[src/verilog/emlog_map.svh]
// Constants for the error memory log: indices, sub-indices, codes and timing
// Operation
// (RL1) Keep twenty newest error reports separately
// (RL2) Oldest at index 900, newest upward
// (RL3) Sub 1 number, sub 2 class, read-only
// (RL4) Sub 3 milliseconds since amplifier on
// (RL5) Sub 4 amplifier switch-on count
// (RL6) Sub 5 qualifier, zero by default
// (RL7) Init error qualifier: index high, sub low
// (RL8) Summary errors carry underlying error number
// (RL9) Last stop cause, read-only, resets zero
// (RL10) Write to clear command empties memory
// (RL11) Status bit 15 flags error or warning
// (RL12) Status bit 5 shows internal monitoring
// (RL13) Status bit 6 shows external monitoring
// (RL14) Status bit 7 shows controller warning
// (RL15) Report bad accesses back to master
// (RL16) When full, drop oldest, append newest
`ifndef EMLOG_MAP_SVH
`define EMLOG_MAP_SVH

`define EMLOG_N_ENTRIES  5'h14
`define EMLOG_IDX_FIRST  16'h0384
`define EMLOG_IDX_LAST   16'h0397
`define EMLOG_IDX_CMD    16'h0020
`define EMLOG_SUB_CLEAR  8'h02
`define EMLOG_SUB_STOP   8'h07
`define EMLOG_SUB_NUM    8'h01
`define EMLOG_SUB_CLASS  8'h02
`define EMLOG_SUB_TIME   8'h03
`define EMLOG_SUB_AMP    8'h04
`define EMLOG_SUB_QUAL   8'h05
`define EMLOG_BIT_INT    5
`define EMLOG_BIT_EXT    6
`define EMLOG_BIT_WARN   7
`define EMLOG_BIT_ERR    15
`define EMLOG_E_INIT     16'h1855
`define EMLOG_E_MANUAL   16'h181B
`define EMLOG_E_REFMOVE  16'h181F
`define EMLOG_E_EXTREF   16'h181D
`define EMLOG_E_NOPARAM  16'h1001
`define EMLOG_E_NOWRITE  16'h1008
`define EMLOG_E_NODATA   16'h1014
`define EMLOG_MS_NS      1000000
`define EMLOG_CLK_NS     25

`endif

[src/verilog/emlog_pkg.sv]
// Types shared by the error memory log modules
package emlog_pkg;

	typedef struct packed {
		logic [15:0] number;
		logic [15:0] err_class;
		logic [15:0] time_ms;
		logic [15:0] amp_cycles;
		logic [31:0] qualifier;
	} emlog_entry_s;

	typedef struct packed {
		logic        write;
		logic [15:0] index;
		logic [7:0]  subindex;
		logic [15:0] wdata;
	} emlog_req_s;

	typedef struct packed {
		logic        error;
		logic [31:0] data;
	} emlog_rsp_s;

	typedef enum logic [1:0] {
		EMLOG_KIND_ENTRY,
		EMLOG_KIND_STOP,
		EMLOG_KIND_CLEAR,
		EMLOG_KIND_FAULT
	} emlog_kind_e;

endpackage

[src/verilog/emlog_mem.sv]
// Entry storage with registered read data
`timescale 1ns/1ps
module emlog_mem
	import emlog_pkg::*;
#(
	parameter int DEPTH = 20,
	parameter int AW    = 5
) (
	// Clock
	input  wire logic         clk_i,
	// Write port
	input  wire logic         we_i,
	input  wire logic [AW-1:0] waddr_i,
	input  wire emlog_entry_s wdata_i,
	// Read port
	input  wire logic [AW-1:0] raddr_i,
	output emlog_entry_s      rdata_o
);

	emlog_entry_s mem [DEPTH];
	emlog_entry_s rdata_reg;

	always_ff @(posedge clk_i) begin
		if (we_i) begin
			mem[waddr_i] <= wdata_i;
		end
		rdata_reg <= mem[raddr_i];
	end

	assign rdata_o = rdata_reg;

endmodule

[src/verilog/emlog_ts.sv]
// Millisecond time since amplifier switch-on and switch-on counter
`timescale 1ns/1ps
module emlog_ts #(
	parameter int MS_CYCLES = 40000
) (
	// Clock and reset
	input  wire logic        clk_i,
	input  wire logic        rst_n_i,
	// Amplifier state
	input  wire logic        amp_on_i,
	// Counters
	output logic      [15:0] time_ms_o,
	output logic      [15:0] amp_cycles_o
);

	logic [31:0] pre_reg,  pre_next;
	logic [15:0] ms_reg,   ms_next;
	logic [15:0] cyc_reg,  cyc_next;
	logic        amp_reg,  amp_next;

	always_comb begin
		amp_next = amp_on_i;
		pre_next = pre_reg;
		ms_next  = ms_reg;
		cyc_next = cyc_reg;
		// (RL5) count switch-on edges
		if (amp_on_i && !amp_reg) begin
			cyc_next = cyc_reg + 16'h0001;
		end
		// (RL4) ms restart at switch-on
		if (amp_on_i && !amp_reg) begin
			pre_next = 32'h0;
			ms_next  = 16'h0000;
		end else if (amp_on_i) begin
			if (pre_reg == 32'(MS_CYCLES - 1)) begin
				pre_next = 32'h0;
				ms_next  = ms_reg + 16'h0001;
			end else begin
				pre_next = pre_reg + 32'h1;
			end
		end
	end

	always_ff @(posedge clk_i) begin
		if (!rst_n_i) begin
			pre_reg <= 32'h0;
			ms_reg  <= 16'h0000;
			cyc_reg <= 16'h0000;
			amp_reg <= 1'b0;
		end else begin
			pre_reg <= pre_next;
			ms_reg  <= ms_next;
			cyc_reg <= cyc_next;
			amp_reg <= amp_next;
		end
	end

	assign time_ms_o    = ms_reg;
	assign amp_cycles_o = cyc_reg;

endmodule

[src/verilog/emlog_top.sv]
// Error memory, last stop cause and fieldbus status flags
`timescale 1ns/1ps
`include "emlog_map.svh"
module emlog_top
	import emlog_pkg::*;
#(
	parameter int MS_CYCLES = `EMLOG_MS_NS / `EMLOG_CLK_NS
) (
	// Clock and reset
	input  wire logic        clk_i,
	input  wire logic        rst_n_i,
	// Parameter access from the fieldbus master
	input  wire logic        req_valid_i,
	input  wire emlog_req_s  req_i,
	output logic             rsp_valid_o,
	output emlog_rsp_s       rsp_o,
	// Fault reports from the monitoring logic
	input  wire logic        err_valid_i,
	input  wire logic [15:0] err_number_i,
	input  wire logic [15:0] err_class_i,
	input  wire logic        err_stop_i,
	input  wire logic [15:0] err_param_index_i,
	input  wire logic [15:0] err_param_sub_i,
	input  wire logic [15:0] err_detail_i,
	// Monitoring levels
	input  wire logic        amp_on_i,
	input  wire logic        internal_fault_flag_i,
	input  wire logic        external_monitor_flag_i,
	input  wire logic        warning_i,
	// Status
	output logic      [15:0] fieldbus_status_word_o,
	output logic      [15:0] last_stop_cause_o,
	output logic      [4:0]  entry_count_o
);

	localparam logic [4:0] NENT = `EMLOG_N_ENTRIES;

	// Ring position of the i-th oldest entry
	function automatic logic [4:0] emlog_wrap(input logic [4:0] a, input logic [4:0] b);
		logic [5:0] s;
		s = {1'b0, a} + {1'b0, b};
		if (s >= {1'b0, NENT}) begin
			s = s - {1'b0, NENT};
		end
		return s[4:0];
	endfunction

	// Entry index window, shared by decode and read address
	function automatic logic emlog_is_entry(input logic [15:0] idx);
		return (idx >= `EMLOG_IDX_FIRST) && (idx <= `EMLOG_IDX_LAST);
	endfunction

	// Index/sub-index decode; code is zero when access is legal
	function automatic logic [17:0] emlog_decode(input emlog_req_s r, input logic [4:0] count);
		logic [15:0]  code;
		emlog_kind_e  kind;
		logic [15:0]  slot;
		code = 16'h0000;
		kind = EMLOG_KIND_FAULT;
		slot = r.index - `EMLOG_IDX_FIRST;
		if (emlog_is_entry(r.index)) begin
			kind = EMLOG_KIND_ENTRY;
			// (RL3) entry fields read-only
			if (r.subindex < `EMLOG_SUB_NUM || r.subindex > `EMLOG_SUB_QUAL) begin
				code = `EMLOG_E_NOPARAM;
			end else if (r.write) begin
				code = `EMLOG_E_NOWRITE;
			end else if (slot[4:0] >= count) begin
				code = `EMLOG_E_NODATA;
			end
		end else if (r.index == `EMLOG_IDX_CMD && r.subindex == `EMLOG_SUB_STOP) begin
			kind = EMLOG_KIND_STOP;
			// (RL9) stop cause read-only
			if (r.write) begin
				code = `EMLOG_E_NOWRITE;
			end
		end else if (r.index == `EMLOG_IDX_CMD && r.subindex == `EMLOG_SUB_CLEAR) begin
			kind = EMLOG_KIND_CLEAR;
		end else begin
			code = `EMLOG_E_NOPARAM;
		end
		if (code != 16'h0000) begin
			kind = EMLOG_KIND_FAULT;
		end
		return {kind, code};
	endfunction

	// Ring and control state
	logic [4:0]   oldest_reg,  oldest_next;
	logic [4:0]   count_reg,   count_next;
	logic [15:0]  stop_reg,    stop_next;
	logic [15:0]  clear_reg,   clear_next;
	logic         err_reg,     err_next;
	// Response pipeline
	logic         s1_valid_reg, s1_valid_next;
	emlog_kind_e  s1_kind_reg,  s1_kind_next;
	logic [7:0]   s1_sub_reg,   s1_sub_next;
	logic [15:0]  s1_code_reg,  s1_code_next;
	logic         rsp_valid_reg, rsp_valid_next;
	emlog_rsp_s   rsp_reg,      rsp_next;

	logic [17:0]  dec;
	emlog_kind_e  dec_kind;
	logic [15:0]  dec_code;
	logic         do_clear;
	logic [4:0]   base_oldest;
	logic [4:0]   base_count;
	logic         mem_we;
	logic [4:0]   mem_waddr;
	logic [4:0]   mem_raddr;
	emlog_entry_s mem_wdata;
	emlog_entry_s mem_rdata;
	logic [15:0]  time_ms;
	logic [15:0]  amp_cycles;

	emlog_ts #(
		.MS_CYCLES (MS_CYCLES)
	) u_ts (
		.clk_i        (clk_i),
		.rst_n_i      (rst_n_i),
		.amp_on_i     (amp_on_i),
		.time_ms_o    (time_ms),
		.amp_cycles_o (amp_cycles)
	);

	// (RL1) separate store of twenty entries
	emlog_mem #(
		.DEPTH (int'(`EMLOG_N_ENTRIES)),
		.AW    (5)
	) u_mem (
		.clk_i   (clk_i),
		.we_i    (mem_we),
		.waddr_i (mem_waddr),
		.wdata_i (mem_wdata),
		.raddr_i (mem_raddr),
		.rdata_o (mem_rdata)
	);

	assign dec       = emlog_decode(req_i, count_reg);
	assign dec_kind  = emlog_kind_e'(dec[17:16]);
	assign dec_code  = dec[15:0];
	assign do_clear  = req_valid_i && req_i.write && (dec_kind == EMLOG_KIND_CLEAR);
	// (RL2) slot offset from the oldest entry; parked at zero outside the window
	assign mem_raddr = emlog_is_entry(req_i.index) ?
		emlog_wrap(oldest_reg, 5'(req_i.index - `EMLOG_IDX_FIRST)) : 5'h00;

	// New entry assembly
	always_comb begin
		mem_wdata.number     = err_number_i;
		mem_wdata.err_class  = err_class_i;
		// (RL4) timestamp since switch-on
		mem_wdata.time_ms    = time_ms;
		// (RL5) switch-on count at logging
		mem_wdata.amp_cycles = amp_cycles;
		// (RL6) qualifier zero by default
		mem_wdata.qualifier  = 32'h0000_0000;
		if (err_number_i == `EMLOG_E_INIT) begin
			// (RL7) index high, sub-index low
			mem_wdata.qualifier = {err_param_index_i, err_param_sub_i};
		end else if (err_number_i == `EMLOG_E_MANUAL || err_number_i == `EMLOG_E_REFMOVE ||
			     err_number_i == `EMLOG_E_EXTREF) begin
			// (RL8) underlying error number
			mem_wdata.qualifier = {16'h0000, err_detail_i};
		end
	end

	// Ring update; a clear in the same cycle as a fault keeps the fault
	always_comb begin
		base_oldest = oldest_reg;
		base_count  = count_reg;
		// (RL10) clear empties the memory
		if (do_clear) begin
			base_oldest = 5'h00;
			base_count  = 5'h00;
		end
		oldest_next = base_oldest;
		count_next  = base_count;
		mem_we      = err_valid_i;
		mem_waddr   = emlog_wrap(base_oldest, base_count);
		if (err_valid_i) begin
			if (base_count == NENT) begin
				// (RL16) overwrite oldest when full
				mem_waddr   = base_oldest;
				oldest_next = emlog_wrap(base_oldest, 5'h01);
			end else begin
				count_next = base_count + 5'h01;
			end
		end
	end

	// Stop cause, clear value and sticky error flag
	always_comb begin
		stop_next  = stop_reg;
		clear_next = clear_reg;
		err_next   = err_reg;
		// (RL10) keep written value, drop flag
		if (do_clear) begin
			clear_next = req_i.wdata;
			err_next   = 1'b0;
		end
		// (RL11) new fault wins over clear
		if (err_valid_i) begin
			err_next = 1'b1;
			// (RL9) record interruption cause
			if (err_stop_i) begin
				stop_next = err_number_i;
			end
		end
	end

	// Request pipeline: decode, then answer
	always_comb begin
		s1_valid_next  = req_valid_i;
		s1_kind_next   = dec_kind;
		s1_sub_next    = req_i.subindex;
		s1_code_next   = dec_code;
		rsp_valid_next = s1_valid_reg;
		// Answer stands until the next one
		rsp_next       = rsp_reg;
		if (s1_valid_reg) begin
			rsp_next.error = 1'b0;
			rsp_next.data  = 32'h0000_0000;
			case (s1_kind_reg)
				EMLOG_KIND_ENTRY: begin
					// (RL3-RL6) number, class, time, switch-on count and qualifier fields
					case (s1_sub_reg)
						`EMLOG_SUB_NUM:   rsp_next.data = {16'h0000, mem_rdata.number};
						`EMLOG_SUB_CLASS: rsp_next.data = {16'h0000, mem_rdata.err_class};
						`EMLOG_SUB_TIME:  rsp_next.data = {16'h0000, mem_rdata.time_ms};
						`EMLOG_SUB_AMP:   rsp_next.data = {16'h0000, mem_rdata.amp_cycles};
						default:          rsp_next.data = mem_rdata.qualifier;
					endcase
				end
				EMLOG_KIND_STOP: begin
					rsp_next.data = {16'h0000, stop_reg};
				end
				EMLOG_KIND_CLEAR: begin
					rsp_next.data = {16'h0000, clear_reg};
				end
				default: begin
					// (RL15) report access error code
					rsp_next.error = 1'b1;
					rsp_next.data  = {16'h0000, s1_code_reg};
				end
			endcase
		end
	end

	always_ff @(posedge clk_i) begin
		if (!rst_n_i) begin
			oldest_reg <= 5'h00;
			count_reg  <= 5'h00;
		end else begin
			oldest_reg <= oldest_next;
			count_reg  <= count_next;
		end
	end

	always_ff @(posedge clk_i) begin
		if (!rst_n_i) begin
			stop_reg  <= 16'h0000;
			clear_reg <= 16'h0000;
			err_reg   <= 1'b0;
		end else begin
			stop_reg  <= stop_next;
			clear_reg <= clear_next;
			err_reg   <= err_next;
		end
	end

	always_ff @(posedge clk_i) begin
		if (!rst_n_i) begin
			s1_valid_reg  <= 1'b0;
			s1_kind_reg   <= EMLOG_KIND_FAULT;
			s1_sub_reg    <= 8'h00;
			s1_code_reg   <= 16'h0000;
			rsp_valid_reg <= 1'b0;
			rsp_reg       <= '0;
		end else begin
			s1_valid_reg  <= s1_valid_next;
			s1_kind_reg   <= s1_kind_next;
			s1_sub_reg    <= s1_sub_next;
			s1_code_reg   <= s1_code_next;
			rsp_valid_reg <= rsp_valid_next;
			rsp_reg       <= rsp_next;
		end
	end

	// Status word; other bits belong to other blocks and read zero here
	always_comb begin
		fieldbus_status_word_o = 16'h0000;
		// (RL12) internal monitoring state
		fieldbus_status_word_o[`EMLOG_BIT_INT]  = internal_fault_flag_i;
		// (RL13) external monitoring state
		fieldbus_status_word_o[`EMLOG_BIT_EXT]  = external_monitor_flag_i;
		// (RL14) controller warning
		fieldbus_status_word_o[`EMLOG_BIT_WARN] = warning_i;
		// (RL11) error or warning pending
		fieldbus_status_word_o[`EMLOG_BIT_ERR]  = err_reg | warning_i;
	end

	assign rsp_valid_o       = rsp_valid_reg;
	assign rsp_o             = rsp_reg;
	assign last_stop_cause_o = stop_reg;
	assign entry_count_o     = count_reg;

endmodule

[config.mk]
export PLATFORM = sky130hd
export DESIGN_NAME = emlog_top
export DESIGN_NICKNAME = d
export VERILOG_FILES = /design/src/verilog/emlog_pkg.sv /design/src/verilog/emlog_mem.sv /design/src/verilog/emlog_ts.sv /design/src/verilog/emlog_top.sv
export VERILOG_INCLUDE_DIRS = /design/src /design/src/verilog
export SDC_FILE = /design/constraint.sdc
export NUM_CORES = 2
export LEC_CHECK = 0
export BUFFER_PORTS_ARGS = -buffer_cell sky130_fd_sc_hd__buf_2
export CAP_MARGIN = 25
export CORE_UTILIZATION = 35
export DETAILED_ROUTE_END_ITERATION = 12
export HOLD_SLACK_MARGIN = 0.08
export RECOVER_POWER = 25
export SLEW_MARGIN = 20
export SYNTH_ARGS = -nofsm -noshare
export SYNTH_HDL_FRONTEND = slang
export SYNTH_HIERARCHICAL = 1
export SYNTH_SLANG_ARGS = --single-unit
[constraint.sdc]
create_clock -name clk_i -period 15.2 [get_ports clk_i]
set_clock_uncertainty 0.05 [all_clocks]
set_input_delay 1.52 -clock clk_i [delete_from_list [all_inputs] [get_ports clk_i]]
set_output_delay 1.52 -clock clk_i [all_outputs]
set_load 0.01 [all_outputs]
==> results <==
- The count of port buffers added during placement is about 180.
- Before antenna repair, the detailed router went through 10 iterations.
- The share of the Yosys chip area taken by registers is between 70% and 80%.
- The count of distinct cell types in the synthesized netlist is between 70 and 80.
- For this run the aggregate overflow at the end of global routing stands at 0.
- The top cell types in the final layout, fill and taps aside, are sky130_fd_sc_hd__edfxtp_1, sky130_fd_sc_hd__mux2i_1, sky130_fd_sc_hd__nand2_1.
- IR analysis of the VDD net gives a maximum drop of roughly 96 uV.
- The count of hold buffers inserted by post-cts repair is 0.
- Global routing used roughly 17% of the available tracks.
- The number of clock buffers added by TritonCTS is ~210.
- The average vias per placed instance is 5.24.
- Leaving out fill and tap cells, the most frequent cell in the layout is sky130_fd_sc_hd__edfxtp_1.
- The part of the power in the clock network is around 44%.
- The number of vias in the routed layout is ~45000.
- The number of max-cap violations is 0.
- The final-stage net count is roughly 5500.
- In the final layout, the share of cells above drive strength 1 is ~15%.
- The maximum buffer depth of the clock tree is 3.
- The uppermost signal routing layer after detailed routing is met5.
- In this run the power density over the cells is around 130 mW/mm^2.
- Adding up every negative setup slack in the final design gives 0 ps.
- The class of the most critical hold timing path is flop to flop.
- The number of cells produced by synthesis is roughly 5100.
- For this run, design rule violations remaining after detail routing come to 3.
- The cell area after synthesis is approximately 0.084 sq mm.
- The total internal power is between 0.009 and 0.01 W.
- The initialized floorplan defines around 180 standard-cell rows.
- The commonest register cell after synthesis is sky130_fd_sc_hd__edfxtp_1.
- The final wirelength is 205000 microns.
- Measured along the y axis, the die boundary spans 493 microns.
- The routed wire length on met2 is between 90000 and 100000 microns.
- For the pin with the worst max-slew slack, the measured transition is 1110 ps.
- The power share of the combinational group is roughly 1.8%.
- CTS placed an instance of sky130_fd_sc_hd__clkbuf_16 at the clock tree root.
- Measured against its own limit, the worst slew margin works out to about a quarter.
- In the final routed layout, each cell accounts on average for between 20 and 25 microns.
- During I/O placement, the number of pins put on the boundary was between 200 and 250.
- The clock transition time at the flip-flop clock pins of the worst setup and hold paths is about 60 ps.
- The initial core utilization is 35.3%.
- The later-pin clock latency in the skew report is approximately 860 ps.
- The number of flip-flops under the largest register name is ~1900.
- The post-cts resize count is 0.
- Data on the critical path is required at its endpoint by 15600 ps.
- The congestion estimate from routability-driven global placement came to 0.812.
- The final number of hold-violating endpoints is 0.
- TritonCTS built the clock tree.
- The number of max-slew violations in the final report is 0.
- The synthesis warning total is 6.
- The run finished, with violations left.
- In the final layout, the multi-input gates occupy about 0.02 sq mm.
- Timing would allow up to 113 MHz.
- STA classifies the critical path startpoint as an input port.
- The number of flops mapped to enable cells by yosys is 1920.
- Summed over all nets, the switching power comes to 0.00246 W.
- The wire length the detailed router placed on met1 is 90700 microns.
- In this run the post-CTS setup repair buffer count came out at 0.
- By startpoint and endpoint, the worst setup path is classified as input port to flop.
- The worst setup slack after layout is ~6400 ps.
- In the final layout, flip-flops and latches occupy between 0.06 and 0.07 sq mm.
- The number of antenna violations at the first check in global routing came to 6.
- The first global-routing pass estimated between 300000 and 400000 microns of wire.
- The final critical path takes up just under 60% of the cycle.
- Setup repair after global routing left no endpoint under its margin.
- The detail route stage leaves a number of antenna-violating nets equal to 0.
- In this run the mean area of a mapped cell was roughly 17 sq um.
- In this run the worst path has a maximum fanout of between 40 and 50.
- For this block, the initial DRC count from the detailed router was between 4000 and 5000.
- The setup-violating endpoint count in the final report is 0.
- In this run switching power makes up 20.4% of total power.
- Summed over all cells, the static leakage comes to around 30 nW.
- The floorplan step set the die width to ~500 microns.
- The checks that failed: DRC.
- The standard cell core area is 0.239 sq mm.
- Entering global routing, the biggest net connects about 120 pins.
- Summed over all nets, wire length on met3 after detailed routing comes to roughly 12000 microns.
- STA classifies the critical path endpoint as a flop.
- The die area is 0.243 sq mm.
- The HPWL after detailed placement is about 110000 microns.
- In this run, flip-flops and latches consume a little over half of the power.
- The arrival time of the worst setup path is approximately 9000 ps.
- The area growth from synthesis to final layout is 13.9%.
- The proportion of synthesized flip-flops having asynchronous set or reset is 0%.
- The top register by number of flip-flops is u_mem/mem.
- The filler cells instantiated in the layout total 21400.
- The number of storage elements in the synthesis netlist is between 2000 and 2500.
- The number of H-tree levels is 4.
- The worst path in the final design needs a cycle of about 8800 ps, including I/O delays and setup.
- The via count of the first global-routing pass is 45200.
- The minimum setup slack after placement is 5500 ps.
- For this design, the sink count on the clock tree is around 2200.
[area by class of cell]
class | count | area share (%)
Inverter | 24 | 0.0938
Multi-Input combinational cell | 2610 | 21.1
Tap cell | 3167 | 4.13
Clock buffer | 299 | 6.12
Clock inverter | 105 | 1.23
Antenna cell | 3 | 0.00782
Sequential cell | 2173 | 65.3
Timing Repair Buffer | 286 | 1.93
[routing by layer]
metal  vias up  global-route usage, %
met2      1328                   27.1
met5         -                      0
met3       272                   2.87
met4         2                   4.29
li1      20300                      -
met1     23500                   22.9
[worst paths after layout]
path,cells after the start,end,start,slack [ps]
max,21,u_mem/mem[1][67],req_i[20],6380
min,1,rsp_o[24],u_mem/rdata_o[24],390
max reg2reg,17,u_mem/mem[1][67],oldest_reg[1],8350
min reg2reg,1,rsp_o[24],u_mem/rdata_o[24],390
[through the flow]
stage	util, %	cells	area [sq um]	total power [W]	hold WS [ps]
5_1_grt	40.2	8664	96000	0.0124	412
4_1_cts	40.2	8657	95900	0.0121	391
6_report	40.2	8667	96000	0.0120	391
2_1_floorplan	-	5096	84300	0.00676	370
3_5_place_dp	37.2	8253	88800	0.00689	376
3_3_place_gp	37.2	8251	88800	0.00688	372
[power by group through the flow]
stage                     Clock, W  Sequential (W)  Combinational [W]
after detailed placement         0         0.00667           0.000219
after global placement           0         0.00667           0.000215
after CTS                  0.00537         0.00654           0.000220
final                      0.00526         0.00654           0.000217
after floorplan                  0         0.00666           0.000104
after global routing       0.00559         0.00655           0.000237
[logic make-up (layout without fill, tap and decap cells)]
group | Yosys count | count (layout) | share of synthesized area, %
AOI/OAI and AO/OA | 650 | 650 | 5.12
xor gates and xnor gates | 58 | 58 | 0.603
adders and majority gates | 33 | 33 | 0.508
buffers and inverters | 313 | 714 | 1.84
DFF | 2173 | 2173 | 74.4
muxes | 875 | 875 | 12.0
other | 1 | 15 | 0.00445
and+or+nand+nor | 982 | 982 | 5.53
[cell usage after synthesis (5+ instances only)]
library cell	n	area share (%)
sky130_fd_sc_hd__edfxtp_1	1920	68
sky130_fd_sc_hd__mux2i_1	691	8.2
sky130_fd_sc_hd__nand2_1	340	1.5
sky130_fd_sc_hd__dfxtp_1	253	6.0
sky130_fd_sc_hd__nand3_1	213	1.3
sky130_fd_sc_hd__nor2_1	192	0.86
sky130_fd_sc_hd__a21oi_1	144	0.86
sky130_fd_sc_hd__clkbuf_1	127	0.57
sky130_fd_sc_hd__a22oi_1	110	0.98
sky130_fd_sc_hd__o22ai_1	109	0.81
sky130_fd_sc_hd__mux4_2	96	2.6
sky130_fd_sc_hd__buf_2	89	0.53
sky130_fd_sc_hd__a211oi_1	86	0.77
sky130_fd_sc_hd__mux2_2	86	1.1
sky130_fd_sc_hd__o21ai_0	64	0.38
sky130_fd_sc_hd__buf_4	60	0.53
sky130_fd_sc_hd__and2_1	54	0.40
sky130_fd_sc_hd__a21boi_0	37	0.33
sky130_fd_sc_hd__nor2b_1	35	0.26
sky130_fd_sc_hd__xor2_1	35	0.36
sky130_fd_sc_hd__a22o_1	32	0.33
sky130_fd_sc_hd__ha_1	31	0.46
sky130_fd_sc_hd__nor3_1	27	0.16
sky130_fd_sc_hd__inv_1	24	0.11
sky130_fd_sc_hd__nand4_1	24	0.18
sky130_fd_sc_hd__xnor2_1	23	0.24
sky130_fd_sc_hd__or3_1	22	0.16
sky130_fd_sc_hd__a21o_1	17	0.15
sky130_fd_sc_hd__a31oi_1	15	0.11
sky130_fd_sc_hd__and3_1	13	0.097
sky130_fd_sc_hd__nand2b_1	8	0.059
sky130_fd_sc_hd__buf_1	7	0.031
sky130_fd_sc_hd__nor4_1	7	0.052
sky130_fd_sc_hd__a2111oi_0	6	0.062
sky130_fd_sc_hd__and4_1	6	0.062
sky130_fd_sc_hd__nand3b_1	6	0.053
sky130_fd_sc_hd__nor4b_1	6	0.062
sky130_fd_sc_hd__a2111oi_2	5	0.089
sky130_fd_sc_hd__buf_6	5	0.067
[worst max-delay path: stages]
cell and delay [ps]:
sky130_fd_sc_hd__buf_2 110, sky130_fd_sc_hd__or4_4 540, sky130_fd_sc_hd__or4_4 540, sky130_fd_sc_hd__nor4_4 720
sky130_fd_sc_hd__nor2b_1 250, sky130_fd_sc_hd__ha_1 340, sky130_fd_sc_hd__a21oi_1 280, sky130_fd_sc_hd__nor2b_1 80
sky130_fd_sc_hd__or3_1 350, sky130_fd_sc_hd__o211ai_1 160, sky130_fd_sc_hd__ha_1 200, sky130_fd_sc_hd__or3b_2 470
sky130_fd_sc_hd__a22oi_1 230, sky130_fd_sc_hd__or3_1 160, sky130_fd_sc_hd__o31a_1 160, sky130_fd_sc_hd__mux2i_1 190
sky130_fd_sc_hd__o31ai_1 160, sky130_fd_sc_hd__or3_1 570, sky130_fd_sc_hd__nor2_4 600, sky130_fd_sc_hd__buf_4 720
sky130_fd_sc_hd__buf_4 780
No activity file was read; power rests on OpenSTA's default activity.
